<file path="src/passthru_pkg.sv">
// constants and carrier types for the uart passthrough and power feature logic
// assumes an 8-bit register engine with 6-bit ulpi register addresses
package passthru_pkg;
    // ----------------------------------------
    // register addresses
    // ----------------------------------------
    localparam logic [5:0] UART_CTRL_WR_ADDR = 6'h19;
    localparam logic [5:0] UART_CTRL_SET_ADDR = 6'h1a;
    localparam logic [5:0] UART_CTRL_CLR_ADDR = 6'h1b;
    localparam logic [5:0] POWER_FEATURE_CONTROL_WR_ADDR = 6'h3d;
    localparam logic [5:0] POWER_FEATURE_CONTROL_SET_ADDR = 6'h3e;
    localparam logic [5:0] POWER_FEATURE_CONTROL_CLR_ADDR = 6'h3f;
    // ----------------------------------------
    // field positions and reset values
    // ----------------------------------------
    localparam int RXD_ROUTE_BIT = 3;
    localparam int TXD_ROUTE_BIT = 2;
    localparam int WEAK_PULLUP_BIT = 4;
    localparam int BVALID_FALL_BIT = 3;
    localparam int BVALID_RISE_BIT = 2;
    localparam logic [7:0] UART_CTRL_RESET = 8'h00;
    localparam logic [7:0] POWER_FEATURE_CONTROL_RESET = 8'h00;
    // ----------------------------------------
    // types
    // ----------------------------------------
    typedef struct packed {
        logic wr;
        logic [5:0] addr;
        logic [7:0] wdata;
    } reg_req_t;

    typedef struct packed {
        logic out;
        logic oe;
    } pin_drive_t;

    typedef enum logic [1:0] {
        MODE_NORMAL = 2'b00,
        MODE_UART = 2'b01,
        MODE_LEAVING = 2'b11
    } pt_mode_t;
endpackage

</file>
<file path="src/uart_passthru_power_ctrl.sv">
// uart passthrough routing and power feature register of the transceiver
// assumes the ulpi register engine and interface control register run on core_clk;
// stp, data0, dp, bvalid and the a-session comparator are asynchronous pins/levels
//
// What this block does
// - uart control acts only in passthrough mode
// - no normal ulpi while in passthrough
// - stp or chip-select reset ends passthrough
// - rx route: dp copied to data1
// - tx route: data0 copied to dm
// - route bits clear on passthrough exit
// - pull-up bit enables pull-up above a-session
// - passthrough forces the weak pull-up on
// - bvalid fall sends rxcmd with alternate_interrupt_flag
// - bvalid rise sends rxcmd with alternate_interrupt_flag
// - bvalid edge enables reset disabled
// - uart control at 19h/1ah/1bh
// - power control at 3dh/3eh/3fh
`timescale 1ns/100ps
module uart_passthru_power_ctrl
    import passthru_pkg::*;
(
    input wire logic core_clk,
    input wire logic srst,
    input wire reg_req_t reg_req,
    input wire logic [5:0] reg_rd_addr,
    output logic [7:0] reg_rdata,
    input wire logic passthru_mode_bit,
    output logic passthru_mode_clear,
    output logic ulpi_link_enable,
    input wire logic stp_pin,
    input wire logic data0_pin,
    output pin_drive_t data1_drive,
    input wire logic dp_pin,
    output pin_drive_t dm_drive,
    input wire logic bvalid_level,
    input wire logic a_session_valid_threshold,
    output logic dplus_weak_pullup_enable,
    output logic rxcmd_req,
    output logic alternate_interrupt_flag,
    input wire logic rxcmd_ack
);
    // ----------------------------------------
    // pin synchronisers
    // ----------------------------------------
    // bit order: stp, data0, dp, bvalid, a-session
    logic [4:0] async_in;
    logic [4:0] sync1_q;
    logic [4:0] sync2_q;
    logic stp_s;
    logic data0_s;
    logic dp_s;
    logic bvalid_s;
    logic asess_s;

    assign async_in = {stp_pin, data0_pin, dp_pin, bvalid_level, a_session_valid_threshold};

    genvar gi;
    generate
        for (gi = 0; gi < 5; gi++) begin : g_sync
            always_ff @(posedge core_clk) begin
                if (srst) begin
                    sync1_q[gi] <= 1'b0;
                    sync2_q[gi] <= 1'b0;
                end else begin
                    sync1_q[gi] <= async_in[gi];
                    sync2_q[gi] <= sync1_q[gi];
                end
            end
        end
    endgenerate

    assign {stp_s, data0_s, dp_s, bvalid_s, asess_s} = sync2_q;

    // ----------------------------------------
    // passthrough mode sequencing
    // ----------------------------------------
    pt_mode_t mode_q;
    pt_mode_t mode_d;
    logic mode_clear_q;
    logic mode_clear_d;
    logic in_uart;

    assign in_uart = (mode_q == MODE_UART);

    always_comb begin
        mode_d = mode_q;
        mode_clear_d = 1'b0;
        case (mode_q)
            MODE_NORMAL: begin
                if (passthru_mode_bit) begin
                    mode_d = MODE_UART;
                end
            end
            MODE_UART: begin
                // stp ends passthrough; the interface control bit is cleared outside
                if (stp_s || !passthru_mode_bit) begin
                    mode_d = MODE_LEAVING;
                    mode_clear_d = 1'b1;
                end
            end
            MODE_LEAVING: begin
                // wait for the mode bit to drop so a held bit cannot re-enter at once
                mode_clear_d = passthru_mode_bit;
                if (!passthru_mode_bit) begin
                    mode_d = MODE_NORMAL;
                end
            end
            default: begin
                mode_d = MODE_NORMAL;
            end
        endcase
    end

    // srst also stands for the chip-select hardware reset
    always_ff @(posedge core_clk) begin
        if (srst) begin
            mode_q <= MODE_NORMAL;
            mode_clear_q <= 1'b0;
        end else begin
            mode_q <= mode_d;
            mode_clear_q <= mode_clear_d;
        end
    end

    // ----------------------------------------
    // control registers
    // ----------------------------------------
    logic [7:0] uart_ctrl_q;
    logic [7:0] uart_ctrl_d;
    logic [7:0] power_feature_control_q;
    logic [7:0] power_feature_control_d;

    function automatic logic [7:0] rwsc(input logic [7:0] cur, input reg_req_t req,
                                        input logic [5:0] wr_addr, input logic [5:0] set_addr,
                                        input logic [5:0] clr_addr);
        logic [7:0] nxt;
        nxt = cur;
        if (req.wr) begin
            if (req.addr == wr_addr) begin
                nxt = req.wdata;
            end else if (req.addr == set_addr) begin
                nxt = cur | req.wdata;
            end else if (req.addr == clr_addr) begin
                nxt = cur & ~req.wdata;
            end
        end
        return nxt;
    endfunction

    always_comb begin
        uart_ctrl_d = rwsc(uart_ctrl_q, reg_req, UART_CTRL_WR_ADDR, UART_CTRL_SET_ADDR,
                           UART_CTRL_CLR_ADDR);
        power_feature_control_d = rwsc(power_feature_control_q, reg_req, POWER_FEATURE_CONTROL_WR_ADDR, POWER_FEATURE_CONTROL_SET_ADDR,
                          POWER_FEATURE_CONTROL_CLR_ADDR);
        // leaving passthrough drops both routes, overriding a write in the same cycle
        if (mode_q == MODE_LEAVING || mode_clear_d) begin
            uart_ctrl_d[RXD_ROUTE_BIT] = 1'b0;
            uart_ctrl_d[TXD_ROUTE_BIT] = 1'b0;
        end
    end

    always_ff @(posedge core_clk) begin
        if (srst) begin
            uart_ctrl_q <= UART_CTRL_RESET;
            power_feature_control_q <= POWER_FEATURE_CONTROL_RESET;
        end else begin
            uart_ctrl_q <= uart_ctrl_d;
            power_feature_control_q <= power_feature_control_d;
        end
    end

    // ----------------------------------------
    // read port
    // ----------------------------------------
    logic [7:0] rdata_q;
    logic [7:0] rdata_d;

    always_comb begin
        case (reg_rd_addr)
            UART_CTRL_WR_ADDR, UART_CTRL_SET_ADDR, UART_CTRL_CLR_ADDR: rdata_d = uart_ctrl_q;
            POWER_FEATURE_CONTROL_WR_ADDR, POWER_FEATURE_CONTROL_SET_ADDR, POWER_FEATURE_CONTROL_CLR_ADDR: rdata_d = power_feature_control_q;
            default: rdata_d = 8'h00;
        endcase
    end

    always_ff @(posedge core_clk) begin
        if (srst) begin
            rdata_q <= 8'h00;
        end else begin
            rdata_q <= rdata_d;
        end
    end

    // ----------------------------------------
    // routing and pull-up
    // ----------------------------------------
    pin_drive_t data1_q;
    pin_drive_t data1_d;
    pin_drive_t dm_q;
    pin_drive_t dm_d;
    logic link_en_q;
    logic link_en_d;
    logic pullup_q;
    logic pullup_d;

    always_comb begin
        // routes are gated by the mode so a stale bit never drives a pin
        data1_d.oe = in_uart && uart_ctrl_q[RXD_ROUTE_BIT];
        data1_d.out = data1_d.oe && dp_s;
        dm_d.oe = in_uart && uart_ctrl_q[TXD_ROUTE_BIT];
        dm_d.out = dm_d.oe && data0_s;
        link_en_d = (mode_q == MODE_NORMAL);
        pullup_d = in_uart || (power_feature_control_q[WEAK_PULLUP_BIT] && asess_s);
    end

    always_ff @(posedge core_clk) begin
        if (srst) begin
            data1_q <= '0;
            dm_q <= '0;
            link_en_q <= 1'b1;
            pullup_q <= 1'b0;
        end else begin
            data1_q <= data1_d;
            dm_q <= dm_d;
            link_en_q <= link_en_d;
            pullup_q <= pullup_d;
        end
    end

    // ----------------------------------------
    // bvalid edge reporting
    // ----------------------------------------
    logic bvalid_prev_q;
    logic pend_q;
    logic pend_d;
    logic edge_evt;

    always_comb begin
        edge_evt = (power_feature_control_q[BVALID_FALL_BIT] && bvalid_prev_q && !bvalid_s)
                || (power_feature_control_q[BVALID_RISE_BIT] && !bvalid_prev_q && bvalid_s);
        // a new edge in the ack cycle keeps the request standing
        pend_d = edge_evt || (pend_q && !rxcmd_ack);
    end

    always_ff @(posedge core_clk) begin
        if (srst) begin
            bvalid_prev_q <= 1'b0;
            pend_q <= 1'b0;
        end else begin
            bvalid_prev_q <= bvalid_s;
            pend_q <= pend_d;
        end
    end

    // ----------------------------------------
    // outputs
    // ----------------------------------------
    assign reg_rdata = rdata_q;
    assign passthru_mode_clear = mode_clear_q;
    assign ulpi_link_enable = link_en_q;
    assign data1_drive = data1_q;
    assign dm_drive = dm_q;
    assign dplus_weak_pullup_enable = pullup_q;
    assign rxcmd_req = pend_q;
    assign alternate_interrupt_flag = pend_q;
endmodule

</file>
<file path="config.mk">
export PLATFORM = sky130hd
export DESIGN_NAME = uart_passthru_power_ctrl
export DESIGN_NICKNAME = d
export VERILOG_FILES = /design/src/passthru_pkg.sv /design/src/uart_passthru_power_ctrl.sv
export SDC_FILE = /design/constraint.sdc
export NUM_CORES = 1
export LEC_CHECK = 0
export BUFFER_PORTS_ARGS = -buffer_cell sky130_fd_sc_hd__buf_4
export CAP_MARGIN = 20
export CORE_ASPECT_RATIO = 2
export CORE_MARGIN = 8
export CORE_UTILIZATION = 36
export CTS_CLUSTER_DIAMETER = 50
export DETAILED_ROUTE_END_ITERATION = 12
export GPL_TIMING_DRIVEN = 0
export MAX_ROUTING_LAYER = met4
export SLEW_MARGIN = 15
export SYNTH_ARGS = -nofsm -noshare
export SYNTH_HDL_FRONTEND = slang
export SYNTH_SLANG_ARGS = --single-unit
</file>
<file path="constraint.sdc">
create_clock -name core_clk -period 2 [get_ports core_clk]
set_clock_uncertainty 0.05 [all_clocks]
set_input_delay 0.6 -clock core_clk [delete_from_list [all_inputs] [get_ports core_clk]]
set_output_delay 0.6 -clock core_clk [all_outputs]
set_load 0.05 [all_outputs]
</file>
-- After elaboration in Yosys (flattened, before gate mapping)
Index checks and enable logic that the tools add are counted.
- flip-flop bits (word level): 45
- bits in latches: 0
- bits in writable memories: 0
- ROM bits: 0
- input port bits: 30
- output and inout bits: 17
- word-level logic and storage cells: 87
- memories: 0
- $add $sub $neg: 0
- multiply operators: 0
- divide/modulo/power cells: 0
- order comparisons: 0
- equality and inequality tests: 17
- shift operators: 0
- mux-type cells: 13
- bitwise gates (word level): 5
- reductions and logical operators: 28
- operators with widths (cell ; number):
    8-bit two-way mux ; 6
    6-bit by 5-bit == test with 1-bit output (second input constant) ; 6
    6-bit == test (second input constant) ; 6
    8-bit bitwise AND ; 2
    8-bit OR ; 2
    8-bit case mux with 2 select lines ; 1
    1-bit logical AND ; 10
    8-bit inverter ; 1
    2-bit two-way mux ; 3
    2-bit case mux with 3 select lines ; 1
    3-bit nonzero test ; 2
    3-bit OR reduction ; 2
    1-bit logical OR ; 5
    1-bit zero test ; 4
    2-bit inequality test (second input constant) ; 2
    2-bit AND reduction ; 2
    3-bit AND reduction ; 1
    2-bit by 1-bit == test with 1-bit output (second input constant) ; 1
    2-bit == test (second input constant) ; 1
    2-bit zero test ; 1
    2-bit by 1-bit inequality test with 1-bit output (second input constant) ; 1
    1-bit case mux with 2 select lines ; 1
    2-bit OR reduction ; 1
    1-bit two-way mux ; 1

-- Logic depth before layout (Yosys ltp)
Gate-level depths: netlist (run 1).
- depth after elaboration: 6
- gate-level depth with buffers: 5
- mapped depth without buffers: 3

-- Worst setup path after synthesis (run 1)
Ideal clock, no wire load.
- kind: reg2out
- start: register pend_q, in the netlist alternate_interrupt_flag
- end: output rxcmd_req
- arrival time: 0.914 ns
- required time: 1.350 ns
- setup slack: 0.436 ns
- stages on the path, launching flop included: 2
- buffers on the path: 1
- path through: dfxtp_1 -> buf_4
- RTL lines (what ; line ; RTL):
    start: declaration ; uart_passthru_power_ctrl.sv:235 ; logic pend_q;
    start signal: assignment ; uart_passthru_power_ctrl.sv:252 ; pend_q <= pend_d;
    end: declaration ; uart_passthru_power_ctrl.sv:39 ; output logic rxcmd_req,
No word-level cell between the ends.

-- Worst setup path in the final report (run 1)
- start: register pend_q, in the netlist alternate_interrupt_flag
- end: output rxcmd_req
No word-level cell between the ends.

==> results.json, run 1 <==
{
  "fp.dieH_um": 114.3,
  "num_vias": 1455,
  "grt_pass1_vias": 1388,
  "insertion_delay_ns": 0.29,
  "cts-root-buf": "clkbuf_8",
  "slew-limit-headroom": 0.5986,
  "worst_slew_pin_slew_ns": 0.5966,
  "status": "completed",
  "ys_warn_count": 0,
  "cts_max_level": 2,
  "clockBufferDepth": 2,
  "synth_xor_area_frac": 0.005040,
  "synthCells": 163,
  "cts.sinks": 45,
  "drive_gt1_frac": 0.3134,
  "numPortBuffers": 46,
  "grt-ovfl-total": 0,
  "grt_max_degree": 15,
  "synth-main-ff-cell": "dfxtp_1",
  "min_from": "data0_s$_SDFF_PP0_",
  "setup_viol": 0,
  "tns_ns": 0,
  "crit_path_end_kind": "primary output",
  "ios": 47,
  "postCtsHoldBufs": 0,
  "die_w_um": 65.13,
  "synth_compound_area_frac": 0.2369,
  "whs_ns": 0.3767,
  "drv_slew": 0,
  "rr_startpoint": "mode_q[1]$_SDFFE_PP0P_",
  "die_area_mm2": 0.007442,
  "start_util": 0.3640,
  "cap_violations": 0,
  "via_per_inst": 5.310,
  "coreArea_mm2": 0.004775,
  "r2r_cells": 3,
  "cts_tree": "done",
  "synth_edf_count": 0,
  "postCtsResizedCells": 0,
  "syn_nets": 193,
  "post-route-period-util": 0.7939,
  "cp_data_required_time_ns": 1.35,
  "min_to": "dm_drive[1]$_SDFF_PP0_",
  "hold_viol_final": 0,
  "antenna_found_initial": 0,
  "hold_path_class": "reg -> reg",
  "numCtsBuffers": 5,
  "synthSimpleGateAreaFrac": 0.1843,
  "drc": 0,
  "critPathLaunchType": "register",
  "synthToLayoutAreaGrowth_pct": 30.89,
  "final_common_cell": "buf_4",
  "diodes": 0,
  "syn_area_per_cell_um2": 10.66,
  "synth_top_family_by_area": "compound AO/OA/AOI/OAI gates",
  "ys_ff_latch": 45,
  "cp_max_fo": 3,
  "fmax_mhz": 629.8,
  "critPathArrivalTime_ns": 0.94,
  "p_leak_nw": 0.8811,
  "placementRows": 36,
  "period_minus_slack_ns": 1.588,
  "first_iter_violations": 47,
  "p_per_area_mw_per_mm2": 791.4,
  "holdPathStages": 1,
  "dp_hpwl_um": 3082,
  "nets": 246,
  "wirelength_um": 4025,
  "ys_seq_area_frac": 0.5184,
  "rrSetupSlack_ns": 0.68,
  "grtUsageTotal": 0.1125,
  "synth_fa_ha_area_frac": 0,
  "muxShareOfSynthArea": 0,
  "place_congestion": 0.7597,
  "antenna_left": 0,
  "wl_per_cell_um": 14.69,
  "fin_util": 0.4764,
  "rsz0062_at_grt": "false",
  "grt_pass1_wl_um": 6596,
  "synthArstFlopShare": 0,
  "final_cell_mix": "buf_4, dfxtp_1, nand3_1, o211ai_1, a32o_1",
  "crit_type": "reg -> out",
  "synth.cell_area_mm2": 0.001738,
  "vdd_drop_max_v": 0.0004230,
  "cts_setup_buffers": 0,
  "ys_types": 32,
  "firstDrtPassIters": 4,
  "clkTransAtPathRegs_ns": 0.09
}
[area by class of cell]
class                           instances  area (um2)
Buffer                                 12       81.33
Clock buffer                            6       82.58
Clock inverter                          2       37.54
Fill cell                             459        2500
Inverter                                4       15.01
Multi-Input combinational cell        102       740.7
Sequential cell                        45       900.9
Tap cell                               57       71.32
Timing Repair Buffer                   46       345.3
[per-layer routing]
| layer | part of all wire | track usage | vias to the layer above | wire [um] |
|---|---|---|---|---|
| li1 | - | - | 723 | - |
| met1 | 0.44 | 0.1281 | 668 | 1786 |
| met2 | 0.47 | 0.1776 | 59 | 1910 |
| met3 | 0.068 | 0.03529 | 5 | 273 |
| met4 | 0.013 | 0.04545 | 0 | 54 |
| met5 | 0 | - | - | 0 |
[synth_stat cells (2+ instances only)]
master     n  area, um2
nand3_1   17      85.08
buf_6      3      33.78
o21ai_0    2      10.01
and2_1     4      25.02
nor4b_4    2      47.55
dfxtp_1   45      900.9
o2111a_1   2      22.52
a32o_1    16      160.2
nor2_1     2      7.510
clkbuf_1   4      15.01
nand2_1    2      7.510
nand3b_1   2      15.01
nand2b_1   2      12.51
and2b_1    3      22.52
inv_1      3      11.26
nor2b_1   10      62.56
o211ai_1  16      120.1
buf_4      3      22.52
a21oi_1   11      55.05
a211oi_1   2      15.01
[critical path, stage by stage, from the launching register on]
cell	delay, ns
dfxtp_1	0.36
buf_4	0.11
buf_4	0.18
[logic make-up after synthesis]
| kind of cell | count (synthesis) |
|---|---|
| compound gates | 52 |
| buf+inv | 16 |
| flops | 45 |
| xor+xnor | 1 |
| simple gates | 49 |
[how the worst max path moves through the flow]
stage | from | endpoint | slack [ns] | depth (start not counted)
6_report | alternate_interrupt_flag$_SDFF_PP0_ | rxcmd_req | 0.41 | 2
5_1_grt | reg_req[14] | register | 0.33 | 4
4_1_cts | alternate_interrupt_flag$_SDFF_PP0_ | rxcmd_req | 0.39 | 2
3_5_place_dp | reg_req[14] | register | 0.15 | 4
3_3_place_gp | reg_req[9] | register | 0.22 | 4
2_1_floorplan | alternate_interrupt_flag$_SDFF_PP0_ | rxcmd_req | 0.44 | 1
[stage by stage]
stage / area (um2) / setup WS [ns] / power, mW / cells
after floorplan: 1738 / 0.4361 / 1.036 / 163
after global placement: 2155 / 0.2192 / 1.117 / 266
after detailed placement: 2155 / 0.1498 / 1.121 / 266
after CTS: 2275 / 0.3886 / 1.821 / 274
after global routing: 2275 / 0.3259 / 1.873 / 274
final: 2275 / 0.4122 / 1.800 / 274
[power breakdown]
part | leakage (nW) | switching, mW | internal [mW] | total (mW)
Sequential | 0.366 | 0.00630 | 0.915 | 0.921
Combinational | 0.458 | 0.0994 | 0.0789 | 0.178
Clock | 0.0574 | 0.295 | 0.406 | 0.701
Total | 0.881 | 0.401 | 1.40 | 1.80
No activity file was read; power rests on OpenSTA's default activity.
==> inputs of run 2 (changes only) <==
ABC_AREA = 1   (was not set)
clock period = 1.4 ns   (was 2 ns; I/O delays follow)
==> run 2 against run 1 <==
Compared with the run above: worst hold slack worse by 0.10 ns; setup slack got worse by 0.37 ns; non-clock buffer count is 3 lower; combinational power rose by 54%; total power rose by 29%; sequential share of layout area down 0.69 points; wire length rose by 18%; flip-flop and latch count unchanged; synthesized cell count increased by 46%; critical endpoint unchanged; largest cell class unchanged.
==> results.json, run 2 <==
{
  "dp_hpwl_um": 3580,
  "power_mw": 2.317,
  "diodes": 0,
  "crit_path_end_kind": "primary output",
  "placementRows": 36,
  "synth.cell_area_mm2": 0.001823,
  "hold_path_class": "in -> reg",
  "ys_ff_latch": 45,
  "p_leak_nw": 1.026,
  "wl_per_cell_um": 13.68,
  "firstDrtPassIters": 4,
  "cap_violations": 0,
  "cts.sinks": 45,
  "status": "completed",
  "postLayoutSetupSlackWorst_ns": 0.04549,
  "ys_warn_count": 0,
  "synth_commonest_cells": "nand2_1, dfxtp_1, inv_1, nand3_1, a21oi_1",
  "syn_nets": 268,
  "drc": 0,
  "p_per_area_mw_per_mm2": 999.4,
  "synth_edf_count": 0,
  "numCtsBuffers": 5,
  "cts_max_level": 2,
  "r2r_cells": 5,
  "synth_top_area_share": 0.4942,
  "synthCells": 238,
  "clkTransAtPathRegs_ns": 0.07,
  "wirelength_um": 4748,
  "critPathLaunchType": "register",
  "holdPathStages": 3,
  "tns_ns": 0,
  "grt-ovfl-total": 0,
  "nets": 321,
  "die_area_mm2": 0.007735,
  "grt_max_degree": 13,
  "grt_pass1_wl_um": 7624,
  "clockBufferDepth": 2,
  "grt_pass1_vias": 1674,
  "hold_viol_final": 0,
  "antenna_left": 0,
  "insertion_delay_ns": 0.30,
  "start_util": 0.3747,
  "setup_viol": 0,
  "cp_max_fo": 3,
  "drv_slew": 0,
  "die_w_um": 66.32,
  "ys_types": 21,
  "post-route-period-util": 0.9675,
  "final_common_cell": "buf_4",
  "cp_data_required_time_ns": 0.93,
  "synthArstFlopShare": 0,
  "first_iter_violations": 73,
  "num_vias": 1730,
  "fp.dieH_um": 116.6,
  "finalNonFillerCells": 347,
  "max_stage_delay_ns": 0.33,
  "numPortBuffers": 46,
  "vdd_drop_max_v": 0.0006607,
  "post-synth-top-count-cell": "nand2_1",
  "antenna_found_initial": 0,
  "cts_tree": "done",
  "synth_area_leaders": "dfxtp_1, nand2_1, nand3_1, a21oi_1, inv_1",
  "ios": 47,
  "slew-limit-headroom": 0.5606,
  "syn_area_per_cell_um2": 7.660,
  "whs_ns": 0.2730,
  "rsz0062_at_grt": "false",
  "period_minus_slack_ns": 1.355,
  "ys_seq_area_frac": 0.4942,
  "drive_gt1_frac": 0.2310,
  "critPathSlowestCell": "dfxtp_2",
  "cts_setup_buffers": 0,
  "crit_chain": "buf_4 -> buf_6",
  "final_cell_mix": "buf_4, nand2_1, dfxtp_1, inv_1, nand3_1",
  "yosysTopAreaCell": "dfxtp_1",
  "synth-main-ff-cell": "dfxtp_1",
  "place_congestion": 0.8289,
  "worst_slew_pin_slew_ns": 0.6567,
  "place_ws_ns": -0.1971,
  "fmax_mhz": 738.3,
  "via_per_inst": 4.986,
  "placed_cells": 341,
  "crit_type": "reg -> out",
  "fillers": 509,
  "critPathArrivalTime_ns": 0.88,
  "cts-root-buf": "clkbuf_8",
  "synthToLayoutAreaGrowth_pct": 27.18,
  "grtUsageTotal": 0.1323,
  "coreArea_mm2": 0.004865
}
## run 2: cell type report
class	count	area, um2	share of cell area
tap	57	71.32	0.03076
buffer	9	66.31	0.02860
sequential	45	902.1	0.3891
multi-input combinational	150	728.2	0.3141
inverter	34	127.6	0.05505
clock inverter	1	5.005	0.002159
timing repair buffer	46	349.1	0.1506
clock buffer	5	68.82	0.02968
## run 2: timing repair
item	in CTS	in global routing
hold buffers	0	0
gates cloned	0	0
endpoints found under the setup margin	1	1
gates resized for setup	1	1
## run 2: critical path: cells and delay by family, from the launching register on
family | cells | cell delay, ns
DFF | 1 | 0.33
buffers and inverters | 2 | 0.27
## run 2: worst paths after layout
path,start,endpoint,slack (ns)
hold / removal,a_session_valid_threshold,sync1_q[0]$_SDFF_PP0_,0.27
setup reg to reg,mode_q[0]$_SDFFE_PP0P_,register,0.16
hold reg to reg,sync1_q[4]$_SDFF_PP0_,stp_s$_SDFF_PP0_,0.35
setup / recovery,alternate_interrupt_flag$_SDFF_PP0_,rxcmd_req,0.05
## run 2: stage by stage
stage / utilization / area (um2)
floorplan: - / 1823
global placement: 0.4604 / 2240
detailed placement: 0.4604 / 2240
CTS: 0.4763 / 2317
global route: 0.4766 / 2318
finish: 0.4766 / 2318
## run 2: layer usage
| metal | vias up | wire length, um | track usage |
|---|---|---|---|
| met2 | 43 | 2609 | 0.2385 |
| met4 | 0 | 109 | 0.07174 |
| li1 | 871 | - | - |
| met1 | 806 | 1799 | 0.1239 |
| met3 | 10 | 229 | 0.02978 |
| met5 | - | 0 | - |
## run 2: cells by family after synthesis
logic type	share of synthesized area
buffers and inverters	0.1064
AO/OA/AOI/OAI	0.08854
AND/OR/NAND/NOR	0.3109
flip-flops	0.4942
## run 2: power breakdown
group          internal (mW)  switching (mW)  total (mW)
registers               1.30          0.0102        1.31
clock network          0.328           0.400       0.728
logic                  0.107           0.167       0.274
==> inputs of run 3 (changes only) <==
clock period = 1.67 ns   (was 1.4 ns; I/O delays follow)
==> run 3 against run 2 <==
Compared with the run above: wire length did not move; total power fell by 16%; utilization fell by 0.10 points; sequential share of layout area barely moved; setup slack improved by 0.14 ns; combinational power fell by 16%; global-route usage barely moved; register-to-register slack improved by 0.27 ns; final area fell by 0.22%; largest power group unchanged; worst hold slack improved by 0.079 ns.
==> results.json, run 3 (synthesized netlist as in run 2, its figures left out) <==
{
  "status": "completed",
  "crit_type": "reg -> out",
  "cts_max_level": 2,
  "num_vias": 1730,
  "first_iter_violations": 73,
  "crit_path_end_kind": "primary output",
  "critPathLaunchType": "register",
  "path_depth": 2,
  "start_util": 0.3747,
  "fp.dieH_um": 116.6,
  "grtUsageTotal": 0.1321,
  "grt_pass1_vias": 1674,
  "cts-root-buf": "clkbuf_8",
  "nets": 321,
  "drc": 0,
  "numPortBuffers": 46,
  "cap_violations": 0,
  "wirelength_um": 4748,
  "place_congestion": 0.8289,
  "die_w_um": 66.32,
  "cp_max_fo": 3,
  "dp_hpwl_um": 3580,
  "grt_pass1_wl_um": 7610,
  "min_from": "sync1_q[4]$_SDFF_PP0_",
  "diodes": 0,
  "rsz0062_at_grt": "false",
  "placed_cells": 341,
  "max_stage_delay_ns": 0.35,
  "rrSetupSlack_ns": 0.43,
  "final_cell_mix": "buf_4, nand2_1, dfxtp_1, inv_1, nand3_1",
  "cp_data_required_time_ns": 1.12,
  "critPathArrivalTime_ns": 0.93,
  "slew-limit-headroom": 0.5606,
  "numCtsBuffers": 5,
  "grt-ovfl-total": 0,
  "placementRows": 36,
  "wl_per_cell_um": 13.68,
  "r2r_cells": 5,
  "worst_slew_pin_slew_ns": 0.6567,
  "min_to": "stp_s$_SDFF_PP0_",
  "via_per_inst": 4.986,
  "holdPathStages": 2,
  "drv_slew": 0,
  "fillers": 508,
  "path_delay_family": "flip-flops",
  "p_per_area_mw_per_mm2": 839.6,
  "postCtsHoldBufs": 0,
  "ios": 47,
  "rr_startpoint": "mode_q[0]$_SDFFE_PP0P_",
  "grt_max_degree": 13,
  "firstDrtPassIters": 4,
  "final_common_cell": "buf_4",
  "clockBufferDepth": 2,
  "die_area_mm2": 0.007735,
  "antenna_found_initial": 0,
  "cts_setup_buffers": 0,
  "cts_tree": "done",
  "crit_top_cell": "buf_4",
  "fmax_mhz": 673.4,
  "hold_viol_final": 0,
  "postCtsResizedCells": 0,
  "setup_viol": 0,
  "p_leak_nw": 1.025,
  "period_minus_slack_ns": 1.485,
  "post-route-period-util": 0.8892,
  "hold_path_class": "reg -> reg",
  "tns_ns": 0,
  "finalNonFillerCells": 347,
  "synthToLayoutAreaGrowth_pct": 26.90,
  "antenna_left": 0,
  "critPathSlowestCell": "dfxtp_1",
  "vdd_drop_max_v": 0.0005539,
  "crit_chain": "buf_4 -> buf_4",
  "drive_gt1_frac": 0.2276,
  "clkTransAtPathRegs_ns": 0.07,
  "path_buf_inv": 2,
  "coreArea_mm2": 0.004865,
  "cts.sinks": 45,
  "power_mw": 1.942,
  "insertion_delay_ns": 0.30
}
## run 3: cell count changes in the layout (fill, tap and decap cells not counted)
cell | before | now
buf_6 | 4 | 3
buf_4 | 47 | 48
dfxtp_2 | 1 | 0
dfxtp_1 | 44 | 45
## run 3: power by group
group	switching, mW	leakage (nW)	internal (mW)
Clock	0.335	0.0399	0.275
Combinational	0.140	0.619	0.0895
Sequential	0.00854	0.366	1.09
## run 3: per-layer routing
| layer | global-route usage | part of all wire | vias up |
|---|---|---|---|
| met5 | - | 0 | - |
| li1 | - | - | 871 |
| met1 | 0.1234 | 0.38 | 806 |
| met3 | 0.02978 | 0.048 | 10 |
| met4 | 0.07174 | 0.023 | 0 |
| met2 | 0.2385 | 0.55 | 43 |
## run 3: area by class of cell
type	instances	area, um2	area share
plain buffers	9	66.31	0.02866
inverters	34	127.6	0.05516
flip-flops and latches	45	900.9	0.3894
clock buffers	5	68.82	0.02975
clock inverters	1	5.005	0.002163
well taps	57	71.32	0.03083
repair buffers	46	345.3	0.1493
multi-input cells	150	728.2	0.3148
## run 3: worst max-delay path by stage
stage / from / to / slack, ns
final: alternate_interrupt_flag$_SDFF_PP0_ / rxcmd_req / 0.18
after global routing: alternate_interrupt_flag$_SDFF_PP0_ / rxcmd_req / 0.14
after CTS: alternate_interrupt_flag$_SDFF_PP0_ / rxcmd_req / 0.16
after detailed placement: reg_req[13] / register / -0.008
after global placement: reg_req[13] / register / -0.02
after floorplan: alternate_interrupt_flag$_SDFF_PP0_ / rxcmd_req / 0.21
## run 3: metrics by stage
| step | hold WS (ns) | worst slack, ns | utilization | area (um2) |
|---|---|---|---|---|
| 6_report | 0.3524 | 0.1850 | 0.4756 | 2313 |
| 3_3_place_gp | 0.3402 | -0.01581 | 0.4604 | 2240 |
| 5_1_grt | 0.3549 | 0.1442 | 0.4756 | 2313 |
| 2_1_floorplan | 0.3383 | 0.2060 | - | 1823 |
| 4_1_cts | 0.3435 | 0.1646 | 0.4756 | 2313 |
| 3_5_place_dp | 0.3454 | -0.008132 | 0.4604 | 2240 |
## run 3: worst reg2reg max path, cell delays in order, from the launching register on
cell and delay [ns]:
dfxtp_1 0.37, inv_1 0.07, nor2_1 0.23, o21ai_0 0.22, nand2_1 0.14, a21oi_1 0.05
